### src/mclk_defs.svh
// Constants for the master clock and low-power controller
`ifndef MCLK_DEFS_SVH
`define MCLK_DEFS_SVH
`define ADDR_PLL_CTL      12'h000
`define ADDR_USB_MULT     12'h004
`define ADDR_SYS_DIV      12'h008
`define ADDR_M_DIV        12'h00c
`define ADDR_A_DIV        12'h010
`define ADDR_DS_CFG       12'h014
`define ADDR_RUN_GATE     12'h018
`define ADDR_SLP_GATE     12'h01c
`define ADDR_DS_GATE      12'h020
`define ADDR_DEV_CFG      12'h024
`define ADDR_RCC          12'h028
`define ADDR_SYS_CTRL     12'h02c
`define ADDR_OWNER        12'h030
`define ADDR_STATUS       12'h034
`define ADDR_GATE_OUT     12'h038
`define PLL_EN_BIT        0
`define ACG_BIT           0
`define DEEP_BIT          2
`define EXIT_BIT          1
`define CTL_REQ_BIT       0
`define M_RECLAIM_BIT     1
`define M_RELEASE_BIT     2
`define C_RELEASE_BIT     3
`define USB_FIELD_W       6
`define USB_DIV           4
`define USB_PLL_MHZ       240
`define USB_CLK_MHZ       60
`define MISS_TIMEOUT      8
`define DS_SRC_SLOW       2'h0
`define DS_SRC_FAST       2'h1
`define DS_SRC_OSC        2'h2
`endif

### src/mclk_pkg.sv
// Types for the master clock and low-power controller
package mclk_pkg;
   typedef enum logic [2:0] {
      MODE_RUN = 3'b001,
      MODE_SLEEP = 3'b010,
      MODE_DEEP = 3'b100
   } mode_t;
   typedef enum logic [1:0] {
      OWN_MASTER = 2'b01,
      OWN_CONTROL = 2'b10
   } owner_t;
endpackage

### src/master_clock_ctrl.sv
// Master subsystem clock selection, clock failure and low-power control
`timescale 1ns/1ps
`include "mclk_defs.svh"
module master_clock_ctrl #(
   parameter int NPERIPH = 16
) (
   // Clock and reset
   input wire logic ref_clk,
   input wire logic nrst,
   // APB slave
   input wire logic psel,
   input wire logic penable,
   input wire logic pwrite,
   input wire logic [11:0] paddr,
   input wire logic [31:0] pwdata,
   output logic [31:0] prdata,
   output logic pready,
   output logic pslverr,
   // Core events and clock monitor tick, from other domains
   input wire logic wfi_event,
   input wire logic irq_event,
   input wire logic isr_done,
   input wire logic osc_tick,
   // Clock steering outputs
   output logic sys_src_pll,
   output logic sys_src_backup,
   output logic main_pll_on,
   output logic usb_pll_on,
   output logic usb_bypass,
   output logic [5:0] usb_mult,
   output logic cpu_clk_on,
   output logic ctl_clk_on,
   output logic analog_clk_on,
   output logic analog_undivided,
   output logic [1:0] ds_src,
   output logic [NPERIPH-1:0] periph_gate,
   output logic clock_failure_signal,
   output logic [2:0] mode_out
);
   logic [2:0] ev_s1_q, ev_s2_q, ev_s3_q;
   logic tick_s1_q, tick_s2_q, tick_s3_q;
   logic [31:0] pll_ctl_q, sys_div_q, m_div_q, a_div_q, ds_cfg_q, rcc_q;
   logic [31:0] sys_ctrl_q;
   logic [5:0] usb_mult_q;
   logic [NPERIPH-1:0] run_g_q, slp_g_q, ds_g_q, dev_q;
   logic [3:0] miss_cnt_q;
   logic fail_q;
   mclk_pkg::owner_t own_q;
   mclk_pkg::mode_t mode_q;
   logic in_isr_q;
   logic wr, rd;
   logic [NPERIPH-1:0] gate_d;

   assign wr = psel && penable && pwrite;
   assign rd = psel && penable && !pwrite;

   // Two-stage synchronisers; third stage only for edge detection
   always_ff @(posedge ref_clk or negedge nrst) begin
      if (!nrst) begin
         ev_s1_q <= 3'h0;
         ev_s2_q <= 3'h0;
         ev_s3_q <= 3'h0;
         tick_s1_q <= 1'b0;
         tick_s2_q <= 1'b0;
         tick_s3_q <= 1'b0;
      end else begin
         ev_s1_q <= {isr_done, irq_event, wfi_event};
         ev_s2_q <= ev_s1_q;
         ev_s3_q <= ev_s2_q;
         tick_s1_q <= osc_tick;
         tick_s2_q <= tick_s1_q;
         tick_s3_q <= tick_s2_q;
      end
   end

   wire wfi_p = ev_s2_q[0] & ~ev_s3_q[0];
   wire irq_p = ev_s2_q[1] & ~ev_s3_q[1];
   wire done_p = ev_s2_q[2] & ~ev_s3_q[2];
   wire tick_p = tick_s2_q ^ tick_s3_q;

   // Writes to ADDR_PLL_CTL and ADDR_SYS_DIV land only while own_q is OWN_MASTER; otherwise
   // any write to them is dropped silently but still answered
   wire pll_wr_ok = (own_q == mclk_pkg::OWN_MASTER);

   function automatic logic hit(input logic [11:0] a, input logic [11:0] r);
      hit = (a == r);
   endfunction

   always_ff @(posedge ref_clk or negedge nrst) begin
      if (!nrst) begin
         pll_ctl_q <= 32'h0;
         sys_div_q <= 32'h0;
         usb_mult_q <= 6'h0;
         m_div_q <= 32'h0;
         a_div_q <= 32'h0;
         ds_cfg_q <= 32'h0;
         rcc_q <= 32'h0;
         sys_ctrl_q <= 32'h0;
         run_g_q <= '0;
         slp_g_q <= '0;
         ds_g_q <= '0;
         dev_q <= '1;
      end else if (wr) begin
         if (hit(paddr, `ADDR_PLL_CTL) && pll_wr_ok)
            pll_ctl_q <= pwdata;
         if (hit(paddr, `ADDR_SYS_DIV) && pll_wr_ok)
            sys_div_q <= pwdata;
         if (hit(paddr, `ADDR_USB_MULT))
            usb_mult_q <= pwdata[5:0];
         if (hit(paddr, `ADDR_M_DIV))
            m_div_q <= pwdata;
         if (hit(paddr, `ADDR_A_DIV))
            a_div_q <= pwdata;
         if (hit(paddr, `ADDR_DS_CFG))
            ds_cfg_q <= pwdata;
         if (hit(paddr, `ADDR_RCC))
            rcc_q <= pwdata;
         if (hit(paddr, `ADDR_SYS_CTRL))
            sys_ctrl_q <= pwdata;
         if (hit(paddr, `ADDR_RUN_GATE))
            run_g_q <= pwdata[NPERIPH-1:0];
         if (hit(paddr, `ADDR_SLP_GATE))
            slp_g_q <= pwdata[NPERIPH-1:0];
         if (hit(paddr, `ADDR_DS_GATE))
            ds_g_q <= pwdata[NPERIPH-1:0];
         if (hit(paddr, `ADDR_DEV_CFG))
            dev_q <= pwdata[NPERIPH-1:0];
      end
   end

   // Ownership handover: a request only lands once the holder released
   always_ff @(posedge ref_clk or negedge nrst) begin
      if (!nrst) begin
         own_q <= mclk_pkg::OWN_MASTER;
      end else if (wr && hit(paddr, `ADDR_OWNER)) begin
         if (own_q == mclk_pkg::OWN_MASTER && pwdata[`CTL_REQ_BIT]
             && pwdata[`M_RELEASE_BIT])
            own_q <= mclk_pkg::OWN_CONTROL;
         else if (own_q == mclk_pkg::OWN_CONTROL && pwdata[`M_RECLAIM_BIT]
             && pwdata[`C_RELEASE_BIT])
            own_q <= mclk_pkg::OWN_MASTER;
      end
   end

   // Missing clock: the oscillator tick must toggle within the timeout.
   // Fail is sticky until reset; a flapping source must not glitch clocks.
   always_ff @(posedge ref_clk or negedge nrst) begin
      if (!nrst) begin
         miss_cnt_q <= 4'h0;
         fail_q <= 1'b0;
      end else begin
         if (tick_p)
            miss_cnt_q <= 4'h0;
         else if (miss_cnt_q != 4'(`MISS_TIMEOUT))
            miss_cnt_q <= miss_cnt_q + 4'h1;
         if (miss_cnt_q == 4'(`MISS_TIMEOUT))
            fail_q <= 1'b1;
      end
   end

   // Low-power mode machine
   always_ff @(posedge ref_clk or negedge nrst) begin
      if (!nrst) begin
         mode_q <= mclk_pkg::MODE_RUN;
         in_isr_q <= 1'b0;
      end else begin
         case (mode_q)
            mclk_pkg::MODE_RUN: begin
               if (done_p && in_isr_q) begin
                  in_isr_q <= 1'b0;
                  if (sys_ctrl_q[`EXIT_BIT])
                     mode_q <= sys_ctrl_q[`DEEP_BIT] ?
                        mclk_pkg::MODE_DEEP : mclk_pkg::MODE_SLEEP;
               end else if (wfi_p) begin
                  mode_q <= sys_ctrl_q[`DEEP_BIT] ?
                     mclk_pkg::MODE_DEEP : mclk_pkg::MODE_SLEEP;
               end
            end
            mclk_pkg::MODE_SLEEP, mclk_pkg::MODE_DEEP: begin
               if (irq_p) begin
                  mode_q <= mclk_pkg::MODE_RUN;
                  in_isr_q <= 1'b1;
               end
            end
            default: mode_q <= mclk_pkg::MODE_RUN;
         endcase
      end
   end

   // Peripheral gating per mode, masked by device enable
   always_comb begin
      case (mode_q)
         mclk_pkg::MODE_SLEEP:
            gate_d = rcc_q[`ACG_BIT] ? slp_g_q : run_g_q;
         mclk_pkg::MODE_DEEP:
            gate_d = rcc_q[`ACG_BIT] ? ds_g_q : run_g_q;
         default: gate_d = run_g_q;
      endcase
      gate_d = gate_d & dev_q;
   end

   wire deep = (mode_q == mclk_pkg::MODE_DEEP);

   always_ff @(posedge ref_clk or negedge nrst) begin
      if (!nrst) begin
         sys_src_pll <= 1'b0;
         sys_src_backup <= 1'b0;
         main_pll_on <= 1'b1;
         usb_pll_on <= 1'b1;
         usb_bypass <= 1'b1;
         usb_mult <= 6'h0;
         cpu_clk_on <= 1'b1;
         ctl_clk_on <= 1'b1;
         analog_clk_on <= 1'b1;
         analog_undivided <= 1'b0;
         ds_src <= `DS_SRC_SLOW;
         periph_gate <= '0;
         clock_failure_signal <= 1'b0;
         mode_out <= 3'h1;
      end else begin
         // enable selects PLL unless fail_q, else oscillator; fail_q selects backup
         sys_src_pll <= pll_ctl_q[`PLL_EN_BIT] && !fail_q;
         sys_src_backup <= fail_q;
         main_pll_on <= !deep;
         usb_pll_on <= !deep;
         usb_bypass <= (usb_mult_q == 6'h0);
         usb_mult <= usb_mult_q;
         cpu_clk_on <= (mode_q == mclk_pkg::MODE_RUN);
         ctl_clk_on <= !deep;
         analog_clk_on <= !deep;
         analog_undivided <= fail_q;
         ds_src <= ds_cfg_q[1:0];
         periph_gate <= gate_d;
         clock_failure_signal <= fail_q;
         mode_out <= mode_q;
      end
   end

   // APB: zero wait states, error on address above ADDR_GATE_OUT
   always_ff @(posedge ref_clk or negedge nrst) begin
      if (!nrst) begin
         prdata <= 32'h0;
         pready <= 1'b0;
         pslverr <= 1'b0;
      end else begin
         pready <= psel && !penable;
         pslverr <= psel && !penable && (paddr > `ADDR_GATE_OUT);
         if (psel && !penable && !pwrite) begin
            case (paddr)
               `ADDR_PLL_CTL: prdata <= pll_ctl_q;
               `ADDR_USB_MULT: prdata <= {26'h0, usb_mult_q};
               `ADDR_SYS_DIV: prdata <= sys_div_q;
               `ADDR_M_DIV: prdata <= m_div_q;
               `ADDR_A_DIV: prdata <= a_div_q;
               `ADDR_DS_CFG: prdata <= ds_cfg_q;
               `ADDR_RUN_GATE: prdata <= 32'(run_g_q);
               `ADDR_SLP_GATE: prdata <= 32'(slp_g_q);
               `ADDR_DS_GATE: prdata <= 32'(ds_g_q);
               `ADDR_DEV_CFG: prdata <= 32'(dev_q);
               `ADDR_RCC: prdata <= rcc_q;
               `ADDR_SYS_CTRL: prdata <= sys_ctrl_q;
               `ADDR_OWNER: prdata <= {30'h0, own_q};
               `ADDR_STATUS: prdata <= {28'h0, fail_q, mode_q};
               `ADDR_GATE_OUT: prdata <= 32'(gate_d);
               default: prdata <= 32'h0;
            endcase
         end
      end
   end

   property p_fail_out;
      @(posedge ref_clk) disable iff (!nrst)
      $rose(fail_q) |=> clock_failure_signal && sys_src_backup;
   endproperty
   a_fail_out: assert property (p_fail_out) else $error("fail not shown");

   property p_deep_off;
      @(posedge ref_clk) disable iff (!nrst)
      deep |=> !main_pll_on && !ctl_clk_on && !analog_clk_on;
   endproperty
   a_deep_off: assert property (p_deep_off) else $error("deep clocks on");

   property p_wake;
      @(posedge ref_clk) disable iff (!nrst)
      (mode_q != mclk_pkg::MODE_RUN) && irq_p |=>
         mode_q == mclk_pkg::MODE_RUN;
   endproperty
   a_wake: assert property (p_wake) else $error("no wake");

   property p_gate_mask;
      @(posedge ref_clk) disable iff (!nrst)
      ##1 (periph_gate & ~$past(dev_q)) == '0;
   endproperty
   a_gate_mask: assert property (p_gate_mask) else $error("gate leak");

   property p_bypass;
      @(posedge ref_clk) disable iff (!nrst)
      usb_mult_q == 6'h0 |=> usb_bypass;
   endproperty
   a_bypass: assert property (p_bypass) else $error("bypass lost");

   property p_owner_reset;
      @(posedge ref_clk) $rose(nrst) |-> own_q == mclk_pkg::OWN_MASTER;
   endproperty
   a_owner_reset: assert property (p_owner_reset) else $error("owner");

   property p_wfi_deep;
      @(posedge ref_clk) disable iff (!nrst)
      (mode_q == mclk_pkg::MODE_RUN) && wfi_p && !(done_p && in_isr_q)
         && sys_ctrl_q[`DEEP_BIT] |=> deep ##1 !cpu_clk_on;
   endproperty
   a_wfi_deep: assert property (p_wfi_deep) else $error("no deep");

   property p_sleep_gate;
      @(posedge ref_clk) disable iff (!nrst)
      mode_q == mclk_pkg::MODE_SLEEP && !rcc_q[`ACG_BIT] |=>
         periph_gate == ($past(run_g_q) & $past(dev_q));
   endproperty
   a_sleep_gate: assert property (p_sleep_gate) else $error("gating");
endmodule

### config.mk
export PLATFORM = sky130hd
export DESIGN_NAME = master_clock_ctrl
export DESIGN_NICKNAME = d
export VERILOG_FILES = /design/src/mclk_pkg.sv /design/src/master_clock_ctrl.sv
export VERILOG_INCLUDE_DIRS = /design/src
export SDC_FILE = /design/constraint.sdc
export NUM_CORES = 1
export LEC_CHECK = 0
export ABC_AREA = 1
export ABC_CLOCK_PERIOD_IN_PS = 1500
export BUFFER_PORTS_ARGS = -buffer_cell sky130_fd_sc_hd__buf_2
export CORE_UTILIZATION = 55
export CTS_CLUSTER_SIZE = 16
export DETAILED_ROUTE_END_ITERATION = 8
export PLACE_DENSITY = 0.77
export SETUP_SLACK_MARGIN = 0.2
export SYNTH_ARGS = -nofsm -noshare
export SYNTH_HDL_FRONTEND = slang
export SYNTH_SLANG_ARGS = --single-unit
### constraint.sdc
create_clock -name ref_clk -period 1.5 [get_ports ref_clk]
set_input_delay 0.15 -clock ref_clk [delete_from_list [all_inputs] [get_ports ref_clk]]
set_output_delay 0.15 -clock ref_clk [all_outputs]
set_load 0.02 [all_outputs]
Word level (Yosys, flattened, before mapping)
Index checks and enable logic that the tools add are counted.
{"block": "op_classes", "muxes": 17, "n_eq_ne": 25, "n_lt_le_gt_ge": 1, "addsub": 1, "reduce_logical": 39, "n_bitwise": 8}
{"op": "$pmux 32 s15", "count": 1}
{"op": "$eq 12x6->1 const B", "count": 7}
{"op": "$eq 12x5->1 const B", "count": 4}
{"op": "$mux 16", "count": 2}
{"op": "$pmux 16 s2", "count": 1}
{"op": "$reduce_and 2->1", "count": 13}
{"op": "$eq 12x4->1 const B", "count": 2}
{"op": "$and 16x16->16", "count": 1}
{"op": "$mux 3", "count": 5}
{"op": "$logic_and 1x1->1", "count": 14}
{"op": "$eq 12x3->1 const B", "count": 1}
{"op": "$gt 12x6->1 const B", "count": 1}
{"op": "$logic_not 12->1", "count": 1}
{"op": "$mux 4", "count": 2}
{"op": "$logic_not 6->1", "count": 1}
{"op": "$ne 3x3->1 const B", "count": 2}
{"op": "$pmux 3 s2", "count": 1}
{"op": "$reduce_and 3->1", "count": 2}
{"op": "$reduce_bool 2->1", "count": 3}
{"op": "$add 4x1->4 const B", "count": 1}
{"op": "$eq 4x4->1 const B", "count": 1}
{"op": "$logic_not 1->1", "count": 4}
{"op": "$mux 2", "count": 2}
{"op": "$ne 2x2->1 const B", "count": 2}
{"op": "12 further kinds", "count": 17}
{"block": "totals", "wordCells": 126, "register_bits": 383, "inputBits": 53, "out_inout_bits": 71}

Logic depth before layout (Yosys ltp)
Gate-level depths: netlist of the first run.
{"block": "depth", "ltp_word": 5, "mapped_depth": 13, "depth_no_buf": 12}

Least setup slack after synthesis of the first run
Ideal clock, no wire load.
{"block": "synth_path", "path_kind": "register to register", "from": "register mode_q[0]", "to": "register prdata[12]", "path_slack_ns": -0.125, "setup_ns": 0.116, "path_buffers": 1, "t_required_ns": 1.384, "path_stages_with_launch": 10, "arrival_time_ns": 1.508, "cell_sequence": "dfstp_2 > inv_1 > nand3_1 > nand2_1 > clkbuf_1 > or2_2 > nand4_1 > nand4_1 > nand2_2 > nand2_1"}
{"block": "synth_via", "elab_chain_cells": 4, "word_cells_on_any_way": 5, "cone_classes": "eq/ne (2); mux (2); bitwise (1)"}
{"element": "start, declared", "line_no": "master_clock_ctrl.sv:49", "source": "mclk_pkg::mode_t mode_q;"}
{"element": "start signal, assigned", "line_no": "master_clock_ctrl.sv:164", "source": "mode_q <= mclk_pkg::MODE_RUN;"}
{"element": "start signal, assigned", "line_no": "master_clock_ctrl.sv:172", "source": "mode_q <= sys_ctrl_q[`DEEP_BIT] ?"}
{"element": "start signal, assigned", "line_no": "master_clock_ctrl.sv:175", "source": "mode_q <= sys_ctrl_q[`DEEP_BIT] ?"}
{"element": "$eq 3x3->1 / $eq 3x2->1 (equally long branches)", "line_no": "master_clock_ctrl.sv:192", "source": "case (mode_q)"}
{"element": "$pmux 16 s2 (*)", "line_no": "master_clock_ctrl.sv:192"}
{"element": "$and 16x16->16 (*)", "line_no": "master_clock_ctrl.sv:199", "source": "gate_d = gate_d & dev_q;"}
{"element": "$pmux 32 s15 (*)", "line_no": "master_clock_ctrl.sv:249", "source": "case (paddr)"}
{"element": "end signal, assigned", "line_no": "master_clock_ctrl.sv:250", "source": "`ADDR_PLL_CTL: prdata <= pll_ctl_q;"}
{"element": "end signal, assigned", "line_no": "master_clock_ctrl.sv:251", "source": "`ADDR_USB_MULT: prdata <= {26'h0, usb_mult_q};"}
{"element": "end signal, assigned", "line_no": "master_clock_ctrl.sv:252", "source": "`ADDR_SYS_DIV: prdata <= sys_div_q;"}
{"element": "end, declared", "line_no": "master_clock_ctrl.sv:16", "source": "output logic [31:0] prdata,"}
Every way passes the cells marked *; elsewhere a longest branch is shown, timed or not.
A chain may end at the register's enable or synchronous reset.

Worst setup path after layout of the first run
{"block": "layout_path", "from": "register mode_q[0]", "to": "register mode_q[2]"}
{"block": "layout_via", "elab_chain_cells": 4, "word_cells_on_any_way": 9, "cone_classes": "eq/ne (6); mux (1); reduce/logical (2)"}
{"element": "$eq 3x3->1 / $eq 3x2->1 (equally long branches)", "line_no": "master_clock_ctrl.sv:167", "source": "case (mode_q)"}
{"element": "$reduce_or 2->1", "line_no": "master_clock_ctrl.sv:167"}
{"element": "$ne 2x2->1 (no source line)"}
{"element": "$reduce_and 3->1 (no source line)"}
Parallel ways exist; a longest one is shown, timed or not.

==> results of run 1 <==
-- worst max-delay path by stage --
stage | start | end | slack, ns | cells past startpoint
floorplan | mode_q[0]$_DFFE_PN1P_ | prdata[12]$_DFFE_PN0P_ | 0.04 | 9
global placement | paddr[1] | prdata[1]$_DFFE_PN0P_ | -0.17 | 14
detailed placement | paddr[1] | prdata[4]$_DFFE_PN0P_ | -0.20 | 14
CTS | mode_q[0]$_DFFE_PN1P_ | prdata[8]$_DFFE_PN0P_ | -0.14 | 9
global route | mode_q[0]$_DFFE_PN1P_ | mode_q[2]$_DFFE_PN0P_ | -0.23 | 9
finish | mode_q[0]$_DFFE_PN1P_ | mode_q[2]$_DFFE_PN0P_ | -0.17 | 9
-- metal layers --
layer  track usage, %  part of all wire [%]  vias to the layer above
met5                0                     0                        -
met2             54.0                    47                      750
li1                 -                     -                     7436
met4             10.9                   2.9                        0
met1             43.9                    41                     7758
met3             5.33                   8.7                      129
-- sequential cells by signal, summed over array words and instances, names as in the netlist, 3 cells and up --
register / flops
a_div_q: 32
ds_cfg_q: 32
m_div_q: 32
pll_ctl_q: 32
prdata: 32
rcc_q: 32
sys_ctrl_q: 32
sys_div_q: 32
dev_q: 16
ds_g_q: 16
periph_gate: 16
run_g_q: 16
slp_g_q: 16
usb_mult: 6
usb_mult_q: 6
miss_cnt_q: 4
ev_s1_q: 3
ev_s2_q: 3
ev_s3_q: 3
mode_out: 3
mode_q: 3
-- power groups by stage --
stage	Sequential (mW)	Combinational (mW)	Clock, mW
2_1_floorplan	10.8	0.933	0
3_3_place_gp	10.8	1.89	0
3_5_place_dp	10.8	1.94	0
4_1_cts	10.6	2.23	10.8
5_1_grt	10.6	2.55	11.2
6_report	10.6	2.39	10.7
-- area by class of cell --
type	count	share of cell area, %
Timing Repair Buffer	302	12.9
Clock inverter	15	1.09
Tap cell	402	2.27
Clock buffer	56	5.36
Inverter	119	2.07
Multi-Input combinational cell	1508	32.9
Sequential cell	383	43.5
-- Yosys cell counts, types with 3 or more instances --
library cell    n
nand2_2        23
nor2_4          8
nor3_1          8
nor2_2         12
inv_1         110
or2_2          14
nand3_2         3
buf_2          45
clkbuf_1       63
o21ai_1       131
dfrtp_1       361
a21oi_1        17
dfstp_2        22
nor2_8          3
buf_6           9
buf_4          19
o21ai_0       181
nor2_1         70
nand2_4         6
nand4_1        34
and3_1         15
nand2_1       698
inv_2           7
nand3_1       268
-- placed cells by master, fill, tap and decap left out, drive strengths merged, types with 14 or more instances in the layout --
cell type | synthesis | layout
a21oi | 17 | 17
clkbuf | 65 | 56
buf | 75 | 283
nand4 | 34 | 34
o21ai | 312 | 312
nand2 | 727 | 727
dlygate4sd3 | 0 | 19
dfstp | 22 | 22
inv | 117 | 118
nand3 | 272 | 272
dfrtp | 361 | 361
nor2 | 93 | 93
and3 | 15 | 15
or2 | 14 | 14
-- cells by family after synthesis --
logic type	Yosys count	synth area share [%]
flip-flops	383	54.2
AND/OR/NAND/NOR	1170	29.5
adder cells (fa/ha/maj)	2	0.141
XOR/XNOR	3	0.148
AO/OA/AOI/OAI	333	9.45
buffers and inverters	259	6.60
-- worst max-delay path: stages, from the launching register on --
cell,delay [ns]
dfstp_2,0.56
inv_4,0.06
buf_6,0.11
buf_6,0.11
nor3_4,0.26
o211ai_1,0.15
nand3_2,0.14
inv_2,0.07
nand3_2,0.05
o21ai_1,0.05
-- repair_timing --
action | in CTS | in global routing
hold buffers | 19 | 1
hold endpoints to repair | 409 | 2
endpoints found under the setup margin | 111 | 128
gates resized for setup | 55 | 30
pin swaps | 4 | 10
cloned | 0 | 0
setup buffers | 4 | 4
==> flow_summary_export.csv, run 1 <==
group,metric,value,unit
status,outcome,"complete, but fails checks",
status,violations,"setup timing",
timing,max-slew-margin-rel,68.7,%
synth,synth_warnings,0,
synth,post_synth_num_cell_types,40,
power_and_ir_drop,power.leakage,11.2,nW
power_and_ir_drop,netSwitchingFraction,23.7,%
power_and_ir_drop,total_power,23.7,mW
floorplanning,pin_count,124,
synth,post_synthesis_cell_area,0.0177,mm2
synth,ys_dominant_reg_cell,"dfrtp_1",
cells_and_area,final_util,69.9,%
cells_and_area,layoutNonFillerInstCount,2785,
timing,rsz0062_at_grt,"yes",
critical_path,path_max_fanout,4,
critical_path,worst_r2r_endpoint,"mode_q[2]$_DFFE_PN0P_",
cells_and_area,multi_input_area,0.00727,mm2
global_route,groute.usage.overall,32.6,%
power_and_ir_drop,net-switching-power,5.61,mW
synth,synth_largest_type_area_fraction,50.9,%
timing,post-route-period-util,111,%
timing,totalNegativeSetupSlack,-5.00,ns
clock_tree,clk_path_buf_depth,3,
critical_path,critPathKind,"reg -> reg",
cells_and_area,sequential_cell_area,0.00961,mm2
synth,post_synth_inst_count,2150,
global_route,first_global_vias,16100,
power_and_ir_drop,power.share.combinational,10.1,%
critical_path,r2r_slack,-0.17,ns
synth,synthArstFlopShare,100,%
clock_tree,cts_tree,"built",
timing,max_clock_freq,599,MHz
clock_tree,cts.sink_count,383,
synth,yosys.area.top_type,"dfrtp_1",
synth,syn-mean-instance-area,8.25,um2
critical_path,critical_path.reg2reg.startpoint,"mode_q[0]$_DFFE_PN1P_",
placement,placed_cells,2687,
cells_and_area,antenna_cells_inserted,0,
hold_path,min_delay_worst_endpoint,"sys_ctrl_q[24]$_DFFE_PN0P_",
cells_and_area,post_route_cells_drive_above_1_share,20.9,%
clock_tree,clock_pin_slew_of_the_registers_on_the_worst_case_setup_and_hold_paths,0.06,ns
power_and_ir_drop,sequentialPowerShare,44.8,%
timing,hold_slack,0.00535,ns
critical_path,worst_r2r_path_depth,9,
hold_path,worstHoldPathCells,3,
routing,route.antenna.remaining_nets,0,
timing,finalSetupViolations,71,
placement,detailedPlace.worstSlack,-0.202,ns
clock_tree,insertion_delay,0.53,ns
critical_path,critPathCaptureType,"flip-flop",
placement,globalplace.congestion,0.925,
timing,timing.final.crit_period,1.67,ns
floorplanning,floorplan.initialDensity,56.0,%
routing,post-route-drc-count,0,
power_and_ir_drop,max-vdd-ir-drop,0.975,mV
routing,drt_first_iter_violations,1689,
global_route,grt_antenna_before_repair,0,
power_and_ir_drop,pwr_density_cell,1070,mW/mm2
cells_and_area,design.final.nets,2410,
timing,timing_max_transition_violations_final,0,
global_route,first_pass_grt_wire_length,84600,um
cells_and_area,num-fill-cells,2374,
routing,detail_route.wirelength,52200,um
critical_path,cp_data_required_time,1.92,ns
power_and_ir_drop,power.internal,18.1,mW
floorplanning,die-area,0.0330,mm2
placement,port_buffers,123,
placement,post-dp-hpwl,34400,um
routing,wl_per_cell,18.7,um
timing,endpoints_failing_hold,0,
cells_and_area,postLayoutCellArea,0.0221,mm2
critical_path,critPathArrivalTime,2.09,ns
global_route,grt_max_degree,53,
synth,post_synth_main_area_contributors,"dfrtp_1 51%, nand2_1 15%, nand3_1 7.6%, o21ai_0 5.1%, o21ai_1 3.7%",
run,cap_viol_max_count,0,
synth,synth.yosys.seq_area_share,54.2,%
cells_and_area,syn_to_final_growth,24.7,%
routing,detail_route.vias_per_cell,5.77,
hold_path,hold_path.startpoint,"pwdata[24]",
synth,ys_ff_latch,383,
power_and_ir_drop,clock_power_share,45.1,%
timing,transition_time_of_the_tightest_slew_check_pin,0.469,ns
clock_tree,buffer_cell_driving_the_clock_tree_root,"clkbuf_16",
timing,fin_worst_skew,0.0135,ns
synth,synth_edf_count,0,
hold_path,worst_hold_path_type,"in -> reg",
floorplanning,std_cell_rows,65,
floorplanning,dieWidth,182,um
critical_path,critPathLaunchType,"flip-flop",
clock_tree,ctsHtreeMaxLevel,2,
global_route,grt_remaining_overflow,0,
placement,dpl_cell_area,0.0202,mm2
routing,vias,16100,
timing,fin_ws,-0.168,ns
clock_tree,numCtsBuffers,41,
floorplanning,placeableCoreArea,0.0316,mm2
routing,drt_first_pass_iters,8,
floorplanning,y_dimension_of_the_die,182,um
synth,mappedNetlistNets,2205,
(Power assumes the default switching activity.)
==> run 2: changes to the inputs <==
--- a/config.mk
+++ b/config.mk
@@ -9,10 +9,12 @@
 export ABC_AREA = 1
 export ABC_CLOCK_PERIOD_IN_PS = 1500
 export BUFFER_PORTS_ARGS = -buffer_cell sky130_fd_sc_hd__buf_2
-export CORE_UTILIZATION = 55
+export CELL_PAD_IN_SITES_DETAIL_PLACEMENT = 1
+export CELL_PAD_IN_SITES_GLOBAL_PLACEMENT = 1
+export CORE_UTILIZATION = 41
 export CTS_CLUSTER_SIZE = 16
 export DETAILED_ROUTE_END_ITERATION = 8
-export PLACE_DENSITY = 0.77
+export PLACE_DENSITY_LB_ADDON = 0.1
 export SETUP_SLACK_MARGIN = 0.2
 export SYNTH_ARGS = -nofsm -noshare
 export SYNTH_HDL_FRONTEND = slang
==> flow_summary_export.csv, run 2 (synthesis gave the netlist of run 1 again) <==
group,metric,value,unit
critical_path,cp_data_required_time,2.01,ns
floorplanning,die-area,0.0441,mm2
status,violations,"setup timing",
clock_tree,clk_path_buf_depth,3,
routing,drt_first_iter_violations,1079,
floorplanning,std_cell_rows,75,
critical_path,path_max_fanout,9,
clock_tree,ctsHtreeMaxLevel,2,
placement,dpl_cell_area,0.0206,mm2
clock_tree,clock_pin_slew_of_the_registers_on_the_worst_case_setup_and_hold_paths,0.06,ns
status,outcome,"complete, but fails checks",
timing,endpoints_failing_hold,0,
run,cap_viol_max_count,0,
timing,post-route-period-util,115,%
critical_path,worst_r2r_path_depth,9,
clock_tree,cts.sink_count,383,
routing,post-route-drc-count,0,
critical_path,critPathArrivalTime,2.24,ns
hold_path,worst_hold_path_type,"in -> reg",
cells_and_area,mostFrequentLayoutCell,"nand2_1",
timing,timing_max_transition_violations_final,0,
power_and_ir_drop,max-vdd-ir-drop,0.835,mV
routing,route.antenna.remaining_nets,0,
floorplanning,placeableCoreArea,0.0423,mm2
floorplanning,floorplan.initialDensity,41.9,%
placement,post-dp-hpwl,42100,um
global_route,first_pass_grt_wire_length,102000,um
routing,detail_route.vias_per_cell,5.45,
global_route,grt_max_degree,70,
timing,fin_worst_skew,0.0177,ns
clock_tree,insertion_delay,0.59,ns
cells_and_area,layout_common_cells,"653 x nand2_1, 357 x dfrtp_1, 255 x nand3_1, 149 x buf_4, 144 x o21ai_1",
cells_and_area,post_route_cells_drive_above_1_share,26.6,%
global_route,grt_remaining_overflow,0,
critical_path,critPathKind,"reg -> reg",
cells_and_area,final_util,56.4,%
routing,wl_per_cell,22.2,um
clock_tree,buffer_cell_driving_the_clock_tree_root,"clkbuf_16",
critical_path,r2r_slack,-0.23,ns
global_route,groute.usage.overall,30.1,%
timing,transition_time_of_the_tightest_slew_check_pin,0.581,ns
cells_and_area,syn_to_final_growth,34.6,%
clock_tree,numCtsBuffers,44,
routing,vias,16600,
power_and_ir_drop,power.leakage,11.9,nW
critical_path,critPathLaunchType,"flip-flop",
placement,port_buffers,123,
cells_and_area,postLayoutCellArea,0.0239,mm2
timing,timing.final.crit_period,1.73,ns
timing,finalSetupViolations,95,
global_route,first_global_vias,17700,
placement,detailedPlace.worstSlack,-0.411,ns
timing,max_clock_freq,577,MHz
timing,max-slew-margin-rel,61.2,%
power_and_ir_drop,pwr_density_cell,1020,mW/mm2
timing,fin_ws,-0.232,ns
timing,rsz0062_at_grt,"yes",
clock_tree,cts_tree,"built",
floorplanning,pin_count,124,
routing,drt_first_pass_iters,5,
critical_path,critPathCaptureType,"flip-flop",
global_route,grt_antenna_before_repair,2,
routing,detail_route.wirelength,67800,um
hold_path,worstHoldPathCells,5,
floorplanning,dieWidth,210,um
floorplanning,y_dimension_of_the_die,210,um
placement,globalplace.congestion,0.879,
cells_and_area,design.final.nets,2499,
run 2: where the power goes:
part	internal (mW)	switching, mW	total (mW)
combinational	1.29	1.62	2.90
clock	6.40	4.46	10.9
sequential	10.5	0.125	10.6
run 2: cell type report:
class                           instances  area, um2
Multi-Input combinational cell       1508       7630
Inverter                              119        477
Sequential cell                       383       9620
Antenna cell                            1       2.50
Clock buffer                           69       1330
Tap cell                              577        722
Clock inverter                         10        119
Fill cell                            4919      18500
Timing Repair Buffer                  388       3970
run 2: stage by stage:
stage,setup TNS (ns),hold slack [ns],power [mW],std cells
after floorplan,0,-0.146,11.8,2150
after global placement,-40.24,0.0360,12.8,2892
after detailed placement,-53.93,0.0336,12.9,2892
after CTS,-10.31,0.00278,24.4,3030
after global routing,-19.35,0.0358,25.1,3054
final,-14.39,0.0160,24.4,3055
run 2: routing by layer:
layer	routed length, um	GRT usage [%]	up-vias
met4	2360	10.0	2
met2	32900	50.5	431
met3	3390	4.71	134
met1	29200	40.0	8456
met5	14	0	-
li1	-	-	7618
run 2: path summary, 6_finish.rpt:
| path | start | end |
|---|---|---|
| max in group asynchronous | nrst | dev_q[14]$_DFFE_PN1P_ |
| worst max register to register | own_q[0]$_DFFE_PN1P_ | sys_div_q[1]$_DFFE_PN0P_ |
| worst min register to register | tick_s1_q$_DFF_PN0_ | tick_s2_q$_DFF_PN0_ |
| worst min-delay path | pwdata[3] | own_q[0]$_DFFE_PN1P_ |
| worst max-delay path | own_q[0]$_DFFE_PN1P_ | sys_div_q[1]$_DFFE_PN0P_ |
| min in group asynchronous | nrst | slp_g_q[5]$_DFFE_PN0P_ |
run 2: repair_timing:
action,in CTS,in global routing
cloned,3,10
setup buffers,32,14
endpoints found under the hold margin,476,0
hold buffers,24,0
endpoints found under the setup margin,132,135
pin swaps,15,13
resized for setup,153,119
run 2: critical path: stages, from the launching register on:
cell and delay [ns]:
dfstp_2 0.54, inv_2 0.06, nor2_4 0.08, inv_2 0.07
nor4_4 0.14, buf_6 0.17, nand2_8 0.13, buf_6 0.18
buf_16 0.15, o21ai_4 0.13
==> run 3: changes to the inputs <==
--- a/config.mk
+++ b/config.mk
@@ -7,7 +7,7 @@
 export NUM_CORES = 1
 export LEC_CHECK = 0
 export ABC_AREA = 1
-export ABC_CLOCK_PERIOD_IN_PS = 1500
+export ABC_CLOCK_PERIOD_IN_PS = 1400
 export BUFFER_PORTS_ARGS = -buffer_cell sky130_fd_sc_hd__buf_2
 export CELL_PAD_IN_SITES_DETAIL_PLACEMENT = 1
 export CELL_PAD_IN_SITES_GLOBAL_PLACEMENT = 1
==> constraint.sdc (replaced) <==
create_clock -name ref_clk -period 1.4 [get_ports ref_clk]
set_input_delay 0.14 -clock ref_clk [delete_from_list [all_inputs] [get_ports ref_clk]]
set_output_delay 0.14 -clock ref_clk [all_outputs]
set_load 0.02 [all_outputs]
==> flow_summary_export.csv, run 3 (synthesis gave the netlist of run 1 again) <==
group,metric,value,unit
status,outcome,"complete, but fails checks",
status,violations,"setup timing",
power_and_ir_drop,power.leakage,12.0,nW
routing,post-route-drc-count,0,
routing,wl_per_cell,22.6,um
routing,drt_first_iter_violations,1191,
clock_tree,ctsHtreeMaxLevel,2,
critical_path,slowest_delay,0.54,ns
clock_tree,cts_tree,"built",
placement,post-dp-hpwl,42800,um
critical_path,path_max_fanout,13,
clock_tree,insertion_delay,0.59,ns
routing,detail_route.vias_per_cell,5.47,
timing,endpoints_failing_hold,0,
global_route,grt_max_degree,68,
global_route,grt_antenna_before_repair,1,
global_route,first_pass_grt_wire_length,103000,um
clock_tree,clk_path_buf_depth,3,
timing,timing.final.crit_period,1.77,ns
routing,detail_route.wirelength,69100,um
hold_path,worst_hold_path_type,"in -> async",
critical_path,worst-path-buf-inv,4,
cells_and_area,antenna_cells_inserted,0,
cells_and_area,layoutNonFillerInstCount,3056,
cells_and_area,final_util,57.1,%
timing,timing_max_transition_violations_final,0,
critical_path,critPathKind,"reg -> reg",
routing,route.antenna.remaining_nets,0,
critical_path,critPathCaptureType,"flip-flop",
clock_tree,cts.sink_count,383,
timing,hold_slack,0.0167,ns
timing,max-slew-margin-rel,60.5,%
timing,rsz0062_at_grt,"yes",
floorplanning,y_dimension_of_the_die,210,um
placement,globalplace.congestion,0.857,
critical_path,critPathArrivalTime,2.23,ns
floorplanning,floorplan.initialDensity,41.9,%
cells_and_area,syn_to_final_growth,36.3,%
critical_path,slowest_stage,"dfstp_2",
power_and_ir_drop,max-vdd-ir-drop,0.910,mV
placement,detailedPlace.worstSlack,-0.344,ns
power_and_ir_drop,total_power,26.6,mW
critical_path,cp_cell_sequence,"inv_2 > nor2_2 > inv_2 > nor4_4 > buf_6 > nand2_8 > clkbuf_16 > nand2_1 > o21ai_0",
global_route,first_global_vias,17600,
global_route,groute.usage.overall,30.6,%
timing,transition_time_of_the_tightest_slew_check_pin,0.591,ns
cells_and_area,design.final.nets,2498,
cells_and_area,layout_common_cells,"651 x nand2_1, 360 x dfrtp_1, 253 x nand3_1, 235 x o21ai_1, 149 x buf_4",
floorplanning,die-area,0.0441,mm2
run,cap_viol_max_count,0,
timing,fin_worst_skew,0.0203,ns
routing,drt_first_pass_iters,5,
critical_path,cp_top_family,"buffers and inverters",
floorplanning,std_cell_rows,75,
placement,port_buffers,123,
clock_tree,clock_pin_slew_of_the_registers_on_the_worst_case_setup_and_hold_paths,0.06,ns
placement,placed_cells,2892,
floorplanning,dieWidth,210,um
global_route,grt_remaining_overflow,0,
critical_path,critPathLaunchType,"flip-flop",
critical_path,critical_path.most_common_cell,"inv_2",
clock_tree,buffer_cell_driving_the_clock_tree_root,"clkbuf_16",
timing,post-route-period-util,127,%
floorplanning,pin_count,124,
power_and_ir_drop,pwr_density_cell,1100,mW/mm2
critical_path,worst_r2r_path_depth,9,
timing,fin_ws,-0.371,ns
routing,vias,16700,
critical_path,crit_cells,9,
timing,finalSetupViolations,106,
floorplanning,placeableCoreArea,0.0423,mm2
cells_and_area,post_route_cells_drive_above_1_share,26.2,%
cells_and_area,mostFrequentLayoutCell,"nand2_1",
clock_tree,numCtsBuffers,44,
timing,max_clock_freq,565,MHz
critical_path,cp_data_required_time,1.86,ns
-- run 3: cell count changes in the layout (fill, tap and decap cells not counted), sizes merged, moves of 3 or more --
cell and change:
inv +3, bufinv +3, dlygate4sd3 +6, buf -8, clkbuf -4
-- run 3: path summary, 6_finish.rpt --
path,from,endpoint,slack [ns]
max,own_q[0]$_DFFE_PN1P_,pll_ctl_q[28]$_DFFE_PN0P_,-0.37
min,nrst,periph_gate[4]$_DFF_PN0_,0.02
max reg2reg,own_q[0]$_DFFE_PN1P_,pll_ctl_q[28]$_DFFE_PN0P_,-0.37
min reg2reg,tick_s1_q$_DFF_PN0_,tick_s2_q$_DFF_PN0_,0.35
max in group asynchronous,nrst,dev_q[12]$_DFFE_PN1P_,0.64
min in group ref_clk,pwdata[14],m_div_q[14]$_DFFE_PN0P_,0.02
-- run 3: final cells by class --
cell class | count | area (um2)
clock inverter | 18 | 255
inverter | 119 | 460
multi-input combinational | 1508 | 7630
clock buffer | 64 | 1290
fill | 4755 | 18200
timing repair buffer | 387 | 4190
sequential | 383 | 9610
tap | 577 | 722
-- run 3: through the flow --
| stage | setup TNS [ns] | cell area [um2] |
|---|---|---|
| 2_1_floorplan | -3.10 | 18400 |
| 3_3_place_gp | -65.06 | 20700 |
| 3_5_place_dp | -81.69 | 20700 |
| 4_1_cts | -20.87 | 23400 |
| 5_1_grt | -34.96 | 24200 |
| 6_report | -28.13 | 24200 |
-- run 3: repair_timing --
item                                    CTS  global route
endpoints found under the setup margin  176           203
gates cloned                              4             9
endpoints found under the hold margin   498             0
hold buffers                             30             0
gates resized for setup                 184           128
buffers inserted                         24            15
pin swaps                                 6             9
-- run 3: power by group --
group / internal, mW / switching (mW) / leakage (nW)
combinational: 1.28 / 1.62 / 5.96
clock: 7.36 / 4.97 / 0.760
sequential: 11.3 / 0.135 / 5.23
-- run 3: layer usage --
layer	vias up	GRT usage [%]	part of all wire [%]
met1	8495	40.4	43
met5	-	0	0.016
li1	7620	-	-
met4	2	10.4	3.3
met2	473	51.7	49
met3	133	4.22	5.3
